**src/rtl/ccsw_pkg.sv**
```systemverilog
// ccsw_pkg: shared constants and types for the cpu clock source block
// assumes a single 10 MHz reference clock drives all of the logic
package ccsw_pkg;

   // ------------------------------------------------------------
   // timing
   // ------------------------------------------------------------
   localparam int CLK_PERIOD_NS  = 100;  // reference clock period
   localparam int FREE_PERIOD_NS = 400;  // free-running pll period (2.5 MHz)
   localparam int FREE_HALF_CYC  = (FREE_PERIOD_NS + 2 * CLK_PERIOD_NS - 1)
                                   / (2 * CLK_PERIOD_NS);
   localparam logic [4:0] WDOG_OVF_COUNT = 5'h10;  // free cycles to overflow
   localparam int PERIOD_W        = 12;  // input period counter width
   localparam logic [PERIOD_W-1:0] PERIOD_MAX = 12'hFFF;

   // ------------------------------------------------------------
   // strap codes and factors (factor held as twice the ratio)
   // ------------------------------------------------------------
   localparam logic [2:0] STRAP_X4   = 3'h7;
   localparam logic [2:0] STRAP_X3   = 3'h6;
   localparam logic [2:0] STRAP_X2   = 3'h5;
   localparam logic [2:0] STRAP_X5   = 3'h4;
   localparam logic [2:0] STRAP_X1   = 3'h3;
   localparam logic [2:0] STRAP_X1_5 = 3'h2;
   localparam logic [2:0] STRAP_X0_5 = 3'h1;
   localparam logic [2:0] STRAP_X2_5 = 3'h0;
   localparam logic [3:0] F2_X4      = 4'h8;
   localparam logic [3:0] F2_X3      = 4'h6;
   localparam logic [3:0] F2_X2      = 4'h4;
   localparam logic [3:0] F2_X5      = 4'hA;
   localparam logic [3:0] F2_X1      = 4'h2;
   localparam logic [3:0] F2_X1_5    = 4'h3;
   localparam logic [3:0] F2_X0_5    = 4'h1;
   localparam logic [3:0] F2_X2_5    = 4'h5;

   typedef enum logic [1:0] {
      CCSW_MODE_PLL    = 2'h0,
      CCSW_MODE_DIRECT = 2'h1,
      CCSW_MODE_PRESC  = 2'h2
   } ccsw_mode_t;

   // clock source state, gray along normal -> pending -> free
   typedef enum logic [1:0] {
      CCSW_SRC_NORMAL  = 2'h0,
      CCSW_SRC_PENDING = 2'h1,
      CCSW_SRC_FREE    = 2'h3
   } ccsw_src_t;

   typedef struct packed {
      ccsw_mode_t mode;
      logic [3:0] factor2;
   } ccsw_cfg_t;

   localparam ccsw_cfg_t CFG_RESET = '{mode: CCSW_MODE_PLL, factor2: F2_X4};

   // strap code to clock generation setting
   function automatic ccsw_cfg_t ccsw_decode(input logic [2:0] code);
      ccsw_cfg_t c;
      c = '{mode: CCSW_MODE_PLL, factor2: F2_X4};
      case (code)
         STRAP_X4:   c.factor2 = F2_X4;
         STRAP_X3:   c.factor2 = F2_X3;
         STRAP_X2:   c.factor2 = F2_X2;
         STRAP_X5:   c.factor2 = F2_X5;
         STRAP_X1:   c = '{mode: CCSW_MODE_DIRECT, factor2: F2_X1};
         STRAP_X1_5: c.factor2 = F2_X1_5;
         STRAP_X0_5: c = '{mode: CCSW_MODE_PRESC, factor2: F2_X0_5};
         STRAP_X2_5: c.factor2 = F2_X2_5;
         default:    c.factor2 = F2_X4;
      endcase
      return c;
   endfunction

endpackage

```
**src/rtl/ccsw_top.sv**
```systemverilog
// ccsw_top: cpu clock source selection with oscillator watchdog
// assumes crystal_input and straps are asynchronous pins, the watchdog
// disable level comes from configuration logic on the same clock
//
// Notes on behaviour
// - the clock mode is caught from the strap pins at reset and kept afterwards.
// - strap codes 111..000 select factors 4,3,2,5,1,1.5,0.5,2.5.
// - code 001 makes the cpu clock the input clock divided by two.
// - in prescaler mode each cpu phase lasts exactly one input period.
// - code 011 bypasses the multiplier and passes the input clock through.
// - in direct mode the cpu phases follow the input duty cycle.
// - the watchdog is on after reset and is switched off by the disable bit.
// - with the watchdog on, the free-running pll clock advances the watchdog counter.
// - every input clock transition clears the watchdog counter.
// - with no input transitions the counter overflows after 16 free cycles.
// - overflow moves the cpu clock to the free clock and raises the failure interrupt.
// - after the move the cpu clock stays on the free clock until hardware reset.
// - with the watchdog off before any failure the cpu clock comes from the input and the pll is off.
// - every cpu clock edge, rising or falling, is marked for downstream logic.
// - other codes multiply the input by the factor and resynchronise periodically.
`timescale 1ns/10ps
`default_nettype none
module ccsw_top (
   // clock and reset
   input  wire logic              CLK_IN,
   input  wire logic              RSTN_IN,
   // pins
   input  wire logic              CRYSTAL_INPUT_IN,
   input  wire logic [2:0]        CLOCK_MODE_STRAP_PINS_IN,
   // configuration
   input  wire logic              OSC_WATCHDOG_DISABLE_IN,
   // clock out
   output logic                   CPU_CLK_OUT,
   output logic                   CPU_EDGE_OUT,
   // status
   output logic                   OSC_FAIL_INTERRUPT_OUT,
   output logic                   CLK_FAILED_OUT,
   output logic                   PLL_ON_OUT,
   output ccsw_pkg::ccsw_cfg_t    CLOCK_MODE_OUT
);
   import ccsw_pkg::*;

   // ------------------------------------------------------------
   // declarations
   // ------------------------------------------------------------
   logic                xtal_s;
   logic                xtal_q;
   logic [2:0]          clock_mode_straps;
   logic                xtal_edge;
   logic                xtal_rise;
   logic                cfg_done;
   ccsw_cfg_t           cfg;
   logic                wdog_en;
   logic                free_run;
   logic [1:0]          free_cnt;
   logic                free_clk;
   logic                next_free_clk;
   logic                free_rise;
   logic                free_fall_now;
   logic [4:0]          wdog_cnt;
   logic                ovf;
   ccsw_src_t           src;
   logic [PERIOD_W-1:0] per_cnt;
   logic [PERIOD_W-1:0] period;
   logic [3:0]          trans_cnt;
   logic [PERIOD_W:0]   acc;
   logic [PERIOD_W:0]   acc_sum;
   logic                pll_tog;
   logic                next_cpu;
   logic                use_direct;

   // ------------------------------------------------------------
   // pin synchronisers
   // ------------------------------------------------------------
   ccsw_sync #(.W(1)) u_sync_xtal (
      .clk_in (CLK_IN),
      .d_in   (CRYSTAL_INPUT_IN),
      .q_out  (xtal_s)
   );

   ccsw_sync #(.W(3)) u_sync_strap (
      .clk_in (CLK_IN),
      .d_in   (CLOCK_MODE_STRAP_PINS_IN),
      .q_out  (clock_mode_straps)
   );

   // input edge detection; no reset, so a high pin at release is no false edge
   always_ff @(posedge CLK_IN) begin
      xtal_q <= xtal_s;
   end

   assign xtal_edge = xtal_s ^ xtal_q;
   assign xtal_rise = xtal_s & ~xtal_q;

   // ------------------------------------------------------------
   // strap capture
   // ------------------------------------------------------------
   // mode taken at the first edge after release, then frozen
   always_ff @(posedge CLK_IN or negedge RSTN_IN) begin
      if (!RSTN_IN) begin
         cfg_done <= 1'b0;
         cfg      <= CFG_RESET;
      end else if (!cfg_done) begin
         cfg_done <= 1'b1;
         cfg      <= ccsw_decode(clock_mode_straps);
      end
   end

   assign wdog_en = ~OSC_WATCHDOG_DISABLE_IN;
   // once the free clock carries the cpu clock it must not be stopped
   assign free_run = wdog_en || (src != CCSW_SRC_NORMAL);

   // ------------------------------------------------------------
   // free-running pll clock
   // ------------------------------------------------------------
   assign free_fall_now = free_run && free_clk && (free_cnt == 2'(FREE_HALF_CYC - 1));
   assign free_rise     = free_run && !free_clk && (free_cnt == 2'(FREE_HALF_CYC - 1));

   // pll off while the watchdog is disabled, kept running once it drives the cpu
   always_comb begin
      next_free_clk = free_clk;
      if (!free_run) begin
         next_free_clk = 1'b0;
      end else if (free_cnt == 2'(FREE_HALF_CYC - 1)) begin
         next_free_clk = ~free_clk;
      end
   end

   always_ff @(posedge CLK_IN or negedge RSTN_IN) begin
      if (!RSTN_IN) begin
         free_cnt <= 2'h0;
         free_clk <= 1'b0;
      end else begin
         free_clk <= next_free_clk;
         if (!free_run || free_cnt == 2'(FREE_HALF_CYC - 1)) begin
            free_cnt <= 2'h0;
         end else begin
            free_cnt <= free_cnt + 2'h1;
         end
      end
   end

   // ------------------------------------------------------------
   // watchdog counter
   // ------------------------------------------------------------
   assign ovf = (src == CCSW_SRC_NORMAL) && free_rise && !xtal_edge
                && (wdog_cnt == WDOG_OVF_COUNT - 5'h01);

   always_ff @(posedge CLK_IN or negedge RSTN_IN) begin
      if (!RSTN_IN) begin
         wdog_cnt <= 5'h00;
      end else if (!wdog_en || xtal_edge) begin
         wdog_cnt <= 5'h00;
      end else if (free_rise && wdog_cnt != WDOG_OVF_COUNT) begin
         wdog_cnt <= wdog_cnt + 5'h01;
      end
   end

   // ------------------------------------------------------------
   // source state
   // ------------------------------------------------------------
   // pending holds the current cpu level until the free clock starts a
   // fresh low phase, so no phase is cut short
   always_ff @(posedge CLK_IN or negedge RSTN_IN) begin
      if (!RSTN_IN) begin
         src <= CCSW_SRC_NORMAL;
      end else begin
         case (src)
            CCSW_SRC_NORMAL: begin
               if (ovf) begin
                  src <= CCSW_SRC_PENDING;
               end
            end
            CCSW_SRC_PENDING: begin
               if (free_fall_now) begin
                  src <= CCSW_SRC_FREE;
               end
            end
            CCSW_SRC_FREE: begin
               src <= CCSW_SRC_FREE;
            end
            default: begin
               src <= CCSW_SRC_NORMAL;
            end
         endcase
      end
   end

   // failure interrupt request, one pulse per failure
   always_ff @(posedge CLK_IN or negedge RSTN_IN) begin
      if (!RSTN_IN) begin
         OSC_FAIL_INTERRUPT_OUT <= 1'b0;
         CLK_FAILED_OUT         <= 1'b0;
      end else begin
         OSC_FAIL_INTERRUPT_OUT <= ovf;
         CLK_FAILED_OUT         <= CLK_FAILED_OUT | ovf;
      end
   end

   // ------------------------------------------------------------
   // multiplier: input period and phase accumulator
   // ------------------------------------------------------------
   always_ff @(posedge CLK_IN or negedge RSTN_IN) begin
      if (!RSTN_IN) begin
         per_cnt <= '0;
         period  <= '0;
      end else if (xtal_rise) begin
         period  <= per_cnt + PERIOD_W'(1);
         per_cnt <= '0;
      end else if (per_cnt != PERIOD_MAX) begin
         per_cnt <= per_cnt + PERIOD_W'(1);
      end
   end

   assign acc_sum = acc + (PERIOD_W + 1)'(cfg.factor2);
   assign pll_tog = (period != '0) && (acc_sum >= {1'b0, period});

   // factor2 cpu phases per input period; phase realigned after
   // factor2 input transitions
   always_ff @(posedge CLK_IN or negedge RSTN_IN) begin
      if (!RSTN_IN) begin
         acc       <= '0;
         trans_cnt <= 4'h0;
      end else if (xtal_edge && trans_cnt == cfg.factor2 - 4'h1) begin
         acc       <= '0;
         trans_cnt <= 4'h0;
      end else begin
         if (xtal_edge) begin
            trans_cnt <= trans_cnt + 4'h1;
         end
         if (pll_tog) begin
            acc <= acc_sum - {1'b0, period};
         end else if (period != '0) begin
            acc <= acc_sum;
         end
      end
   end

   // ------------------------------------------------------------
   // cpu clock selection
   // ------------------------------------------------------------
   assign use_direct = (cfg.mode == CCSW_MODE_DIRECT)
                       || (cfg.mode == CCSW_MODE_PLL && !wdog_en);

   always_comb begin
      next_cpu = CPU_CLK_OUT;
      case (src)
         CCSW_SRC_FREE: begin
            next_cpu = next_free_clk;
         end
         CCSW_SRC_PENDING: begin
            next_cpu = free_fall_now ? 1'b0 : CPU_CLK_OUT;
         end
         default: begin
            if (use_direct) begin
               next_cpu = xtal_s;
            end else if (cfg.mode == CCSW_MODE_PRESC) begin
               next_cpu = xtal_rise ? ~CPU_CLK_OUT : CPU_CLK_OUT;
            end else if (pll_tog) begin
               next_cpu = ~CPU_CLK_OUT;
            end
         end
      endcase
   end

   // clock output and its edge marker
   always_ff @(posedge CLK_IN or negedge RSTN_IN) begin
      if (!RSTN_IN) begin
         CPU_CLK_OUT  <= 1'b0;
         CPU_EDGE_OUT <= 1'b0;
         PLL_ON_OUT   <= 1'b0;
      end else begin
         CPU_CLK_OUT  <= next_cpu;
         CPU_EDGE_OUT <= next_cpu ^ CPU_CLK_OUT;
         PLL_ON_OUT   <= free_run;
      end
   end

   assign CLOCK_MODE_OUT = cfg;
endmodule
`default_nettype wire

```
**src/rtl/ccsw_sync.sv**
```systemverilog
// ccsw_sync: two-flop synchroniser for pin levels
// assumes the destination clock is the reference clock; carries no reset
// so that strap levels are already settled when reset is released
`timescale 1ns/10ps
`default_nettype none
module ccsw_sync #(
   parameter int W = 1
) (
   // clock
   input  wire logic         clk_in,
   // data
   input  wire logic [W-1:0] d_in,
   output logic      [W-1:0] q_out
);
   logic [W-1:0] meta;

   // first stage feeds only the second stage
   always_ff @(posedge clk_in) begin
      meta  <= d_in;
      q_out <= meta;
   end
endmodule
`default_nettype wire

```
**config.mk**
```make
export PLATFORM = sky130hd
export DESIGN_NAME = ccsw_top
export DESIGN_NICKNAME = d
export VERILOG_FILES = /design/src/rtl/ccsw_pkg.sv /design/src/rtl/ccsw_top.sv /design/src/rtl/ccsw_sync.sv
export SDC_FILE = /design/constraint.sdc
export NUM_CORES = 1
export LEC_CHECK = 0
export BUFFER_PORTS_ARGS = -buffer_cell sky130_fd_sc_hd__buf_2
export CAP_MARGIN = 10
export CORE_MARGIN = 4
export CORE_UTILIZATION = 67
export CTS_CLUSTER_DIAMETER = 100
export DETAILED_ROUTE_END_ITERATION = 8
export PLACE_DENSITY_LB_ADDON = 0.2
export SKIP_LAST_GASP = 1
export SLEW_MARGIN = 20
export SYNTH_ARGS = -nofsm -noshare
export SYNTH_HDL_FRONTEND = slang
export SYNTH_SLANG_ARGS = --single-unit
```
**constraint.sdc**
```tcl
create_clock -name CLK_IN -period 8.4 [get_ports CLK_IN]
set_clock_uncertainty 0.15 [all_clocks]
set_input_delay 1.68 -clock CLK_IN [delete_from_list [all_inputs] [get_ports CLK_IN]]
set_output_delay 1.68 -clock CLK_IN [all_outputs]
set_load 0.01 [all_outputs]
```
==> out/results.ini, run 1 <==
[logic_synthesis]
ys_seq_area_share_pct = 40.7
synth_warnings = 0
synth_top_cell_area_share_pct = 35.9
synth-seq-cells = 72
ys_types = 67
ys.flop_type = dfrtp_1
synth_top_area_cell = dfrtp_1
synth.area.top_cells = dfrtp_1, ha_1, xnor2_1, dfxtp_1, nor2_1
synth_nets = 499
synth_edf_count = 0
syn_inst = 466
synth.most_common_cell = dfrtp_1
avgSynthCellArea_sq_um = 9.27
syn_area_sq_um = 4320
synthArstFlopShare_pct = 87.5
synth_commonest_cells = dfrtp_1, nor2_1, inv_1

[routing]
vias_per_cell = 6.42
wl_per_cell_um = 16.7
drc = 0
wirelength_um = 9380
ant_nets = 0
drt_pass1_iterations = 5
first_iter_violations = 320
vias = 3607

[power]
p_per_area_nw_per_um2 = 386
ir_drop_mv = 0.247
p_leak_nw = 2.14
power_mw = 1.81

[grt]
grt_pass1_wl_um = 16400
grtUsageMet3_pct = 4.19
top_usage_layer = met2
antenna_found_initial = 0
grt_max_degree = 64
met1_usage_pct = 37.3
grt_pass1_vias = 3485
grt_util_met2_pct = 43.0
grt_use_total_pct = 27.3
overflow = 0

[placement]
port_buffers = 17
placed_area_sq_um = 4450
dp_hpwl_um = 6630
gp_congestion = 0.993

[layout]
diodes = 0
nets = 515
nFillCells = 423
drive_gt1_share_pct = 9.45
multi_input_area_sq_um = 2370
area_growth_pct = 8.20
final_cell_area_sq_um = 4670
regArea_sq_um = 1760
utilization_pct = 76.6

[timing]
worst_pin_slew_ns = 0.846
finalHoldViolCount = 0
final.setup.tns_ns = 0
setup_viol = 0
whs_ns = 0.181
rsz0062_at_grt = false
clock.fmax_mhz = 231
slew_viol_final = 0
min_period_ns = 4.33
period_share_pct = 51.5
relSlewSlack_pct = 43.3

[die]
start_util_pct = 70.8
fp.dieH_um = 88.3
core_area_sq_um = 6100
ios = 18
fp.dieArea_sq_um = 7790
row_count = 28
die_x_um = 88.3

[critical_path]
endpoint_kind = register
cp.arrival_ns = 4.43
cp.required_ns = 8.50
path_max_fanout = 24
start_kind = register
crit_type = reg2reg

[run]
cap_viol_max_count = 0

[run_status]
status = finished, final reports clean

[cts]
cts_tree = built
insertion_delay_ns = 0.35
cts_buffers = 9
clockRootBuffer = clkbuf_8
clockBufferDepth = 2
postCtsSetupBuffers = 0
cts.sinks = 72
cts_resized = 0
hold_buffers = 0
htreeDepth = 3
clk_pin_slew_ns = 0.08

[min_path]
min_path_type = reg2reg

-- final cells by class --
class | instances | share of cell area (%)
multi-input cells | 346 | 50.7
flip-flops and latches | 72 | 37.6
clock buffers | 10 | 2.73
inverters | 33 | 2.65
repair buffers | 20 | 2.30
well taps | 75 | 2.01
clock inverters | 6 | 1.93
-- power breakdown --
group / leakage [nW] / total, mW / switching (mW) / internal, mW
Clock: 0.107 / 0.303 / 0.134 / 0.169
Sequential: 0.872 / 0.506 / 0.0804 / 0.426
Combinational: 1.16 / 0.996 / 0.554 / 0.442
-- through the flow --
stage                     cells  worst slack [ns]
after floorplan             466              4.47
after global placement      546              4.24
after detailed placement    546              4.14
after CTS                   562              4.12
after global routing        562              3.76
final                       562              4.07
-- registers in the layout, indices dropped and copies added (netlist names), 2 cells and up --
name and cells:
u_sync_strap.q_out 3, trans_cnt 4, src 2, period 12, free_cnt 2, acc 13
CLOCK_MODE_OUT 6, u_sync_strap.meta 3, wdog_cnt 5, per_cnt 12
-- layer usage --
| metal | routed length, um | up-vias | share of wire (%) |
|---|---|---|---|
| li1 | - | 1714 | - |
| met1 | 4230 | 1744 | 45 |
| met2 | 4400 | 125 | 47 |
| met3 | 521 | 24 | 5.6 |
| met4 | 229 | 0 | 2.4 |
| met5 | 0 | - | 0 |
-- path summary, 6_finish.rpt --
check                           cells past startpoint  slack (ns)                end         startpoint
worst max register to register                     15        4.07            acc[11]  CLOCK_MODE_OUT[0]
worst min-delay path                                0        0.18  u_sync_xtal.q_out   u_sync_xtal.meta
worst min register to register                      0        0.18  u_sync_xtal.q_out   u_sync_xtal.meta
min in group asynchronous                           2        1.34       trans_cnt[2]            RSTN_IN
worst max-delay path                               15        4.07            acc[11]  CLOCK_MODE_OUT[0]
max in group asynchronous                           2        6.26         period[10]            RSTN_IN
-- worst max-delay path: stages, from the launching register on --
cell,delay [ns]
dfrtp_1,0.43
ha_1,0.23
inv_1,0.07
fa_1,0.41
nor2b_1,0.20
o21ai_1,0.18
and2_1,0.21
or2_2,0.30
ha_1,0.37
and3_1,0.26
o311ai_1,0.12
a31oi_1,0.22
a211oi_2,0.06
buf_4,0.23
or4_1,0.53
a32o_1,0.26
-- logic make-up (layout without fill, tap and decap cells) --
kind of cell	Yosys count	after routing	synth area share, %
AO/OA/AOI/OAI	106	106	16.6
AND/OR/NAND/NOR	164	164	20.0
other	1	1	0.0868
XOR/XNOR	38	38	7.71
adder cells (fa/ha/maj)	26	26	7.88
flip-flops	72	72	40.7
multiplexers	11	11	2.64
buffers and inverters	48	69	4.38
-- cell usage in the layout (no fill, tap or decap), types with 3 or more instances in the layout --
cell type  synthesis  routed
a211oi_1           4       4
a21o_1             7       7
a21oi_1           31      31
a22o_1             3       3
a31oi_1            4       4
and2_1             3       3
and3_1            10      10
buf_2              1      17
buf_4              0       3
clkbuf_8           0       9
dfrtp_1           62      62
dfxtp_1            9       9
ha_1              24      24
inv_1             33      33
mux2_2             3       3
mux2i_1            8       8
nand2_1           26      26
nand2b_1           7       7
nand3_1           17      17
nand3b_1           6       6
nand4_1            6       6
nor2_1            43      43
nor2b_1            6       6
nor3_1            12      12
nor3b_1            3       3
nor4_1             6       6
o211ai_1           4       4
o21a_1             4       4
o21ai_0           16      16
o21ai_1            3       3
o31ai_1            6       6
or2_2              3       3
or4_1              5       5
xnor2_1           26      26
xor2_1            12      12
(Power assumes the default switching activity.)
==> inputs of run 2 (changes only) <==
CORE_UTILIZATION = 62   (was 67)
clock period = 4.2 ns   (was 8.4 ns; I/O delays follow)
==> out/results.ini, run 2 (same netlist as run 1, synthesis figures left out) <==
[critical_path]
endpoint_kind = register
rr_endpoint = acc[4]
cp.required_ns = 4.32  ; -4.18 ns
r2r-start = acc[0]
crit_type = reg2reg
path_max_fanout = 22  ; -8.3%
reg2reg_slack_ns = 0.22  ; -3.85 ns
r2r_cells = 15  ; unchanged
cp.arrival_ns = 4.09  ; -0.34 ns
start_kind = register

[timing]
period_share_pct = 94.6  ; +43 points
setup_slack_ns = 0.225  ; -3.85 ns
relSlewSlack_pct = 49.9  ; +6.6 points
setup_viol = 0  ; unchanged
clock.fmax_mhz = 252  ; +8.9%
slew_viol_final = 0  ; unchanged
finalHoldViolCount = 0  ; unchanged
whs_ns = 0.180  ; -0.000794 ns
worst_pin_slew_ns = 0.748  ; -0.0982 ns
min_period_ns = 3.98  ; -0.352 ns

[die]
start_util_pct = 63.6  ; -7.3 points
ios = 18  ; unchanged
fp.dieArea_sq_um = 8360  ; +7.3%
row_count = 30  ; +7.1%
die_x_um = 91.5  ; +3.6%
core_area_sq_um = 6790  ; +11%
fp.dieH_um = 91.5  ; +3.6%

[placement]
dpl.cell_count = 570  ; +4.4%
gp_congestion = 0.982  ; -1.1%
dp_hpwl_um = 6630  ; about the same
pre_cts_slack_ns = 0.0727  ; -4.06 ns
port_buffers = 17  ; unchanged
placed_area_sq_um = 4520  ; +1.4%

[routing]
wirelength_um = 9040  ; -3.6%
vias_per_cell = 5.91  ; -7.9%
drc = 0  ; unchanged
vias = 3468  ; -3.9%
first_iter_violations = 328  ; +2.5%
wl_per_cell_um = 15.4  ; -7.7%
ant_nets = 0  ; unchanged
drt_pass1_iterations = 5  ; unchanged

[layout]
regMostFlops = acc
drive_gt1_share_pct = 12.0  ; +2.6 points
fin_cells = 587  ; +4.4%
nets = 519  ; +0.78%
final_common_cell = dfrtp_1
reg_top3 = acc: 13 flops, per_cnt: 12 flops, period: 12 flops
diodes = 0  ; unchanged
largest_reg_flops = 13  ; unchanged
multi_input_area_sq_um = 2410  ; +1.5%
nFillCells = 517  ; +22%
utilization_pct = 69.9  ; -6.8 points
final_cell_mix = dfrtp_1, nor2_1, inv_1
final_cell_area_sq_um = 4750  ; +1.6%
area_growth_pct = 9.94
regArea_sq_um = 1760  ; unchanged

[grt]
grt_use_total_pct = 23.0  ; -4.3 points
grt_pass1_vias = 3266  ; -6.3%
overflow = 0  ; unchanged
grt_max_degree = 39  ; -39%
antenna_found_initial = 0  ; unchanged
grt_pass1_wl_um = 15500  ; -5.7%

[min_path]
holdPathStages = 0  ; unchanged
min_path_type = reg2reg
holdPathEnd = u_sync_strap.q_out[1]
hold_start = u_sync_strap.meta[1]

[power]
ir_drop_mv = 0.332  ; +34%
p_per_area_nw_per_um2 = 749  ; +94%
p_leak_nw = 2.15  ; +0.46%

[cts]
cts.sinks = 72  ; unchanged
insertion_delay_ns = 0.35  ; about the same
clk_pin_slew_ns = 0.08  ; about the same
clockBufferDepth = 2  ; unchanged
clockRootBuffer = clkbuf_8
cts_buffers = 9  ; unchanged
cts_tree = built
htreeDepth = 3  ; unchanged

[run]
cap_viol_max_count = 0  ; unchanged

[run_status]
status = finished, final reports clean

[run 2: cell types whose count changed in the layout (fill, tap and decap cells not counted), moves of 2 or more]
cell	delta
bufinv_16	-2
buf_4	+3
clkbuf_8	+2
ha_2	+3
ha_1	-4
[run 2: cell type report]
class	count	area share [%]
Multi-Input combinational cell	346	50.7
Sequential cell	72	37.0
Clock buffer	11	3.19
Timing Repair Buffer	24	3.16
Inverter	33	2.61
Tap cell	96	2.53
Clock inverter	5	0.791
[run 2: worst max-delay path: stages (launching register included)]
cell and delay [ns]:
dfrtp_1 0.36, ha_2 0.20, inv_1 0.05, fa_1 0.40, nor2b_2 0.18, o22ai_2 0.15, nor3_2 0.20, xor2_1 0.25
ha_2 0.37, and4_1 0.16, o311ai_1 0.30, a31oi_1 0.17, a211oi_2 0.30, buf_12 0.21, mux2_2 0.34, o211ai_1 0.08
[run 2: per-stage QoR]
stage | setup TNS (ns) | power (mW)
2_1_floorplan | 0 | 2.53
3_3_place_gp | 0 | 2.89
3_5_place_dp | 0 | 2.95
4_1_cts | 0 | 3.49
5_1_grt | -0.00669 | 3.84
6_report | 0 | 3.56
[run 2: how the worst max path moves through the flow]
| stage | start | end | depth (start not counted) |
|---|---|---|---|
| after floorplan | CLOCK_MODE_OUT[0] | acc[11] | 14 |
| after global placement | CLOCK_MODE_OUT[0] | acc[4] | 15 |
| after detailed placement | acc[0] | acc[4] | 15 |
| after CTS | acc[0] | acc[4] | 15 |
| after global routing | acc[0] | acc[4] | 15 |
| final | acc[0] | acc[4] | 15 |
[run 2: per-layer routing]
layer  GRT usage, %  vias up  wire length, um
li1               -     1716                -
met1           32.9     1624             4360
met2           34.5      113             4000
met3           4.39       15              539
met4           8.92        0              140
met5              0        -                0
[run 2: repair_timing]
action | CTS | global route
resized for setup | 0 | 9
buffers inserted | 0 | 1
endpoints found under the hold margin | 0 | 0
hold buffers | 0 | 0
setup endpoints to repair | 0 | 15
[run 2: power breakdown]
group          switching (mW)  internal (mW)
registers               0.154          0.852
clock network           0.280          0.250
logic                    1.08          0.935
==> inputs of run 3 (changes only) <==
ABC_CLOCK_PERIOD_IN_PS = 4900   (was default)
CORE_UTILIZATION = 67   (was 62)
clock period = 4.9 ns   (was 4.2 ns; I/O delays follow)
==> out/results.ini, run 3 (same netlist as run 1, synthesis figures left out) <==
[die]
core_area_sq_um = 6100  ; -10%
fp.dieH_um = 88.3  ; -3.5%
row_count = 28  ; -6.7%
start_util_pct = 70.8  ; +7.3 points
fp.dieArea_sq_um = 7790  ; -6.8%
die_x_um = 88.3  ; -3.5%
ios = 18  ; unchanged

[power]
p_leak_nw = 2.14  ; about the same
ir_drop_mv = 0.387  ; +16%
p_per_area_nw_per_um2 = 661  ; -12%

[cts]
htreeDepth = 3  ; unchanged
cts_resized = 0  ; unchanged
insertion_delay_ns = 0.36  ; about the same
cts_buffers = 9  ; unchanged
hold_buffers = 0  ; unchanged
cts_tree = built
clockRootBuffer = clkbuf_8
clk_pin_slew_ns = 0.08  ; about the same
postCtsSetupBuffers = 0  ; unchanged
cts.sinks = 72  ; unchanged
clockBufferDepth = 2  ; unchanged

[timing]
clock.fmax_mhz = 234  ; -7.1%
relSlewSlack_pct = 39.9  ; -10 points
setup_viol = 0  ; unchanged
whs_ns = 0.182  ; +0.00125 ns
rsz0062_at_grt = false
period_share_pct = 87.4  ; -7.3 points
finalHoldViolCount = 0  ; unchanged
setup_slack_ns = 0.619  ; +0.394 ns
min_period_ns = 4.28  ; +0.306 ns
final.setup.tns_ns = 0  ; unchanged
slew_viol_final = 0  ; unchanged
worst_pin_slew_ns = 0.898  ; +0.149 ns

[placement]
gp_congestion = 1.00  ; +2.1%
dp_hpwl_um = 6650  ; +0.40%
pre_cts_slack_ns = 0.687  ; +0.614 ns
placed_area_sq_um = 4450  ; -1.4%
port_buffers = 17  ; unchanged

[critical_path]
slowest_delay_ns = 0.43  ; +0.03 ns
cp.required_ns = 5.01  ; +0.69 ns
crit_chain = ha_1, inv_1, fa_1, nor2b_1, o22ai_1, nor3_1, xor2_1, ha_1, and4_1, o311ai_1, a31oi_1, a211oi_2, buf_4, mux2_2, o31ai_1
cp.arrival_ns = 4.39  ; +0.30 ns
critPathBufInv = 2  ; unchanged
start_kind = register
cpMostUsedCell = ha_1
slowest_stage = dfrtp_1
cp_top_family = adder cells
path_max_fanout = 22  ; unchanged
crit_type = reg2reg
endpoint_kind = register

[run]
cap_viol_max_count = 0  ; unchanged

[layout]
multi_input_area_sq_um = 2370  ; -1.5%
diodes = 0  ; unchanged
area_growth_pct = 8.40
drive_gt1_share_pct = 9.65  ; -2.4 points
nFillCells = 430  ; -17%
reg_top3 = acc: 13 flops, per_cnt: 12 flops, period: 12 flops
final_common_cell = dfrtp_1
final_cell_mix = dfrtp_1, nor2_1, inv_1
nets = 515  ; -0.77%
regArea_sq_um = 1760  ; unchanged
regMostFlops = acc
final_cell_area_sq_um = 4680  ; -1.4%
largest_reg_flops = 13  ; unchanged

[min_path]
min_path_type = reg2reg

[grt]
antenna_found_initial = 0  ; unchanged
overflow = 0  ; unchanged
grt_use_total_pct = 27.0  ; +4.0 points
grt_pass1_wl_um = 16500  ; +6.4%
grt_pass1_vias = 3527  ; +8.0%
grt_max_degree = 64  ; +64%

[routing]
drt_pass1_iterations = 5  ; unchanged
first_iter_violations = 293  ; -11%
ant_nets = 0  ; unchanged
drc = 0  ; unchanged
wirelength_um = 9320  ; +3.1%
wl_per_cell_um = 16.6  ; +7.7%
vias_per_cell = 6.31  ; +6.8%
vias = 3547  ; +2.3%

[run_status]
status = finished, final reports clean

[run 3: layout make-up]
cell class	count	share of cell area [%]
Clock buffer	9	2.65
Clock inverter	7	2.19
Inverter	33	2.65
Multi-Input combinational cell	346	50.7
Sequential cell	72	37.6
Tap cell	75	2.00
Timing Repair Buffer	20	2.30
[run 3: report_power, final]
part           switching (mW)  leakage, nW  internal (mW)  total, mW
combinational           0.939         1.16          0.757       1.70
clock                   0.238        0.116          0.293      0.530
sequential              0.138        0.872          0.730      0.868
[run 3: per-stage QoR]
stage	util (%)	instances	power [mW]
finish	76.8	562	3.09
global route	76.8	562	3.34
CTS	76.8	562	3.06
detailed placement	73.1	546	2.51
global placement	73.1	546	2.44
floorplan	-	466	2.17
[run 3: path summary, 6_finish.rpt]
| check | startpoint | slack (ns) | end | cells after the start |
|---|---|---|---|---|
| worst max-delay path | CLOCK_MODE_OUT[0] | 0.62 | acc[7] | 15 |
| worst min-delay path | u_sync_strap.meta[2] | 0.18 | u_sync_strap.q_out[2] | 0 |
| worst max register to register | CLOCK_MODE_OUT[0] | 0.62 | acc[7] | 15 |
| worst min register to register | u_sync_strap.meta[2] | 0.18 | u_sync_strap.q_out[2] | 0 |
| max in group asynchronous | RSTN_IN | 3.43 | per_cnt[3] | 2 |
| min in group asynchronous | RSTN_IN | 0.64 | trans_cnt[3] | 2 |
[run 3: worst reg2reg max path: cells and delay by family (launching register included)]
kind | cells | cell delay [ns]
flops | 1 | 0.43
buf+inv | 2 | 0.38
compound gates | 5 | 0.94
xor+xnor | 1 | 0.26
fa+ha+maj | 3 | 0.96
simple gates | 3 | 0.68
mux | 1 | 0.38
[run 3: routing by layer]
metal / GRT usage [%] / share of wire [%] / vias to the layer above
met1: 37.3 / 47 / 1691
met2: 42.9 / 46 / 121
met3: 4.10 / 4.8 / 21
met4: 11.3 / 2.1 / 0
met5: 0 / 0 / -
li1: - / - / 1714
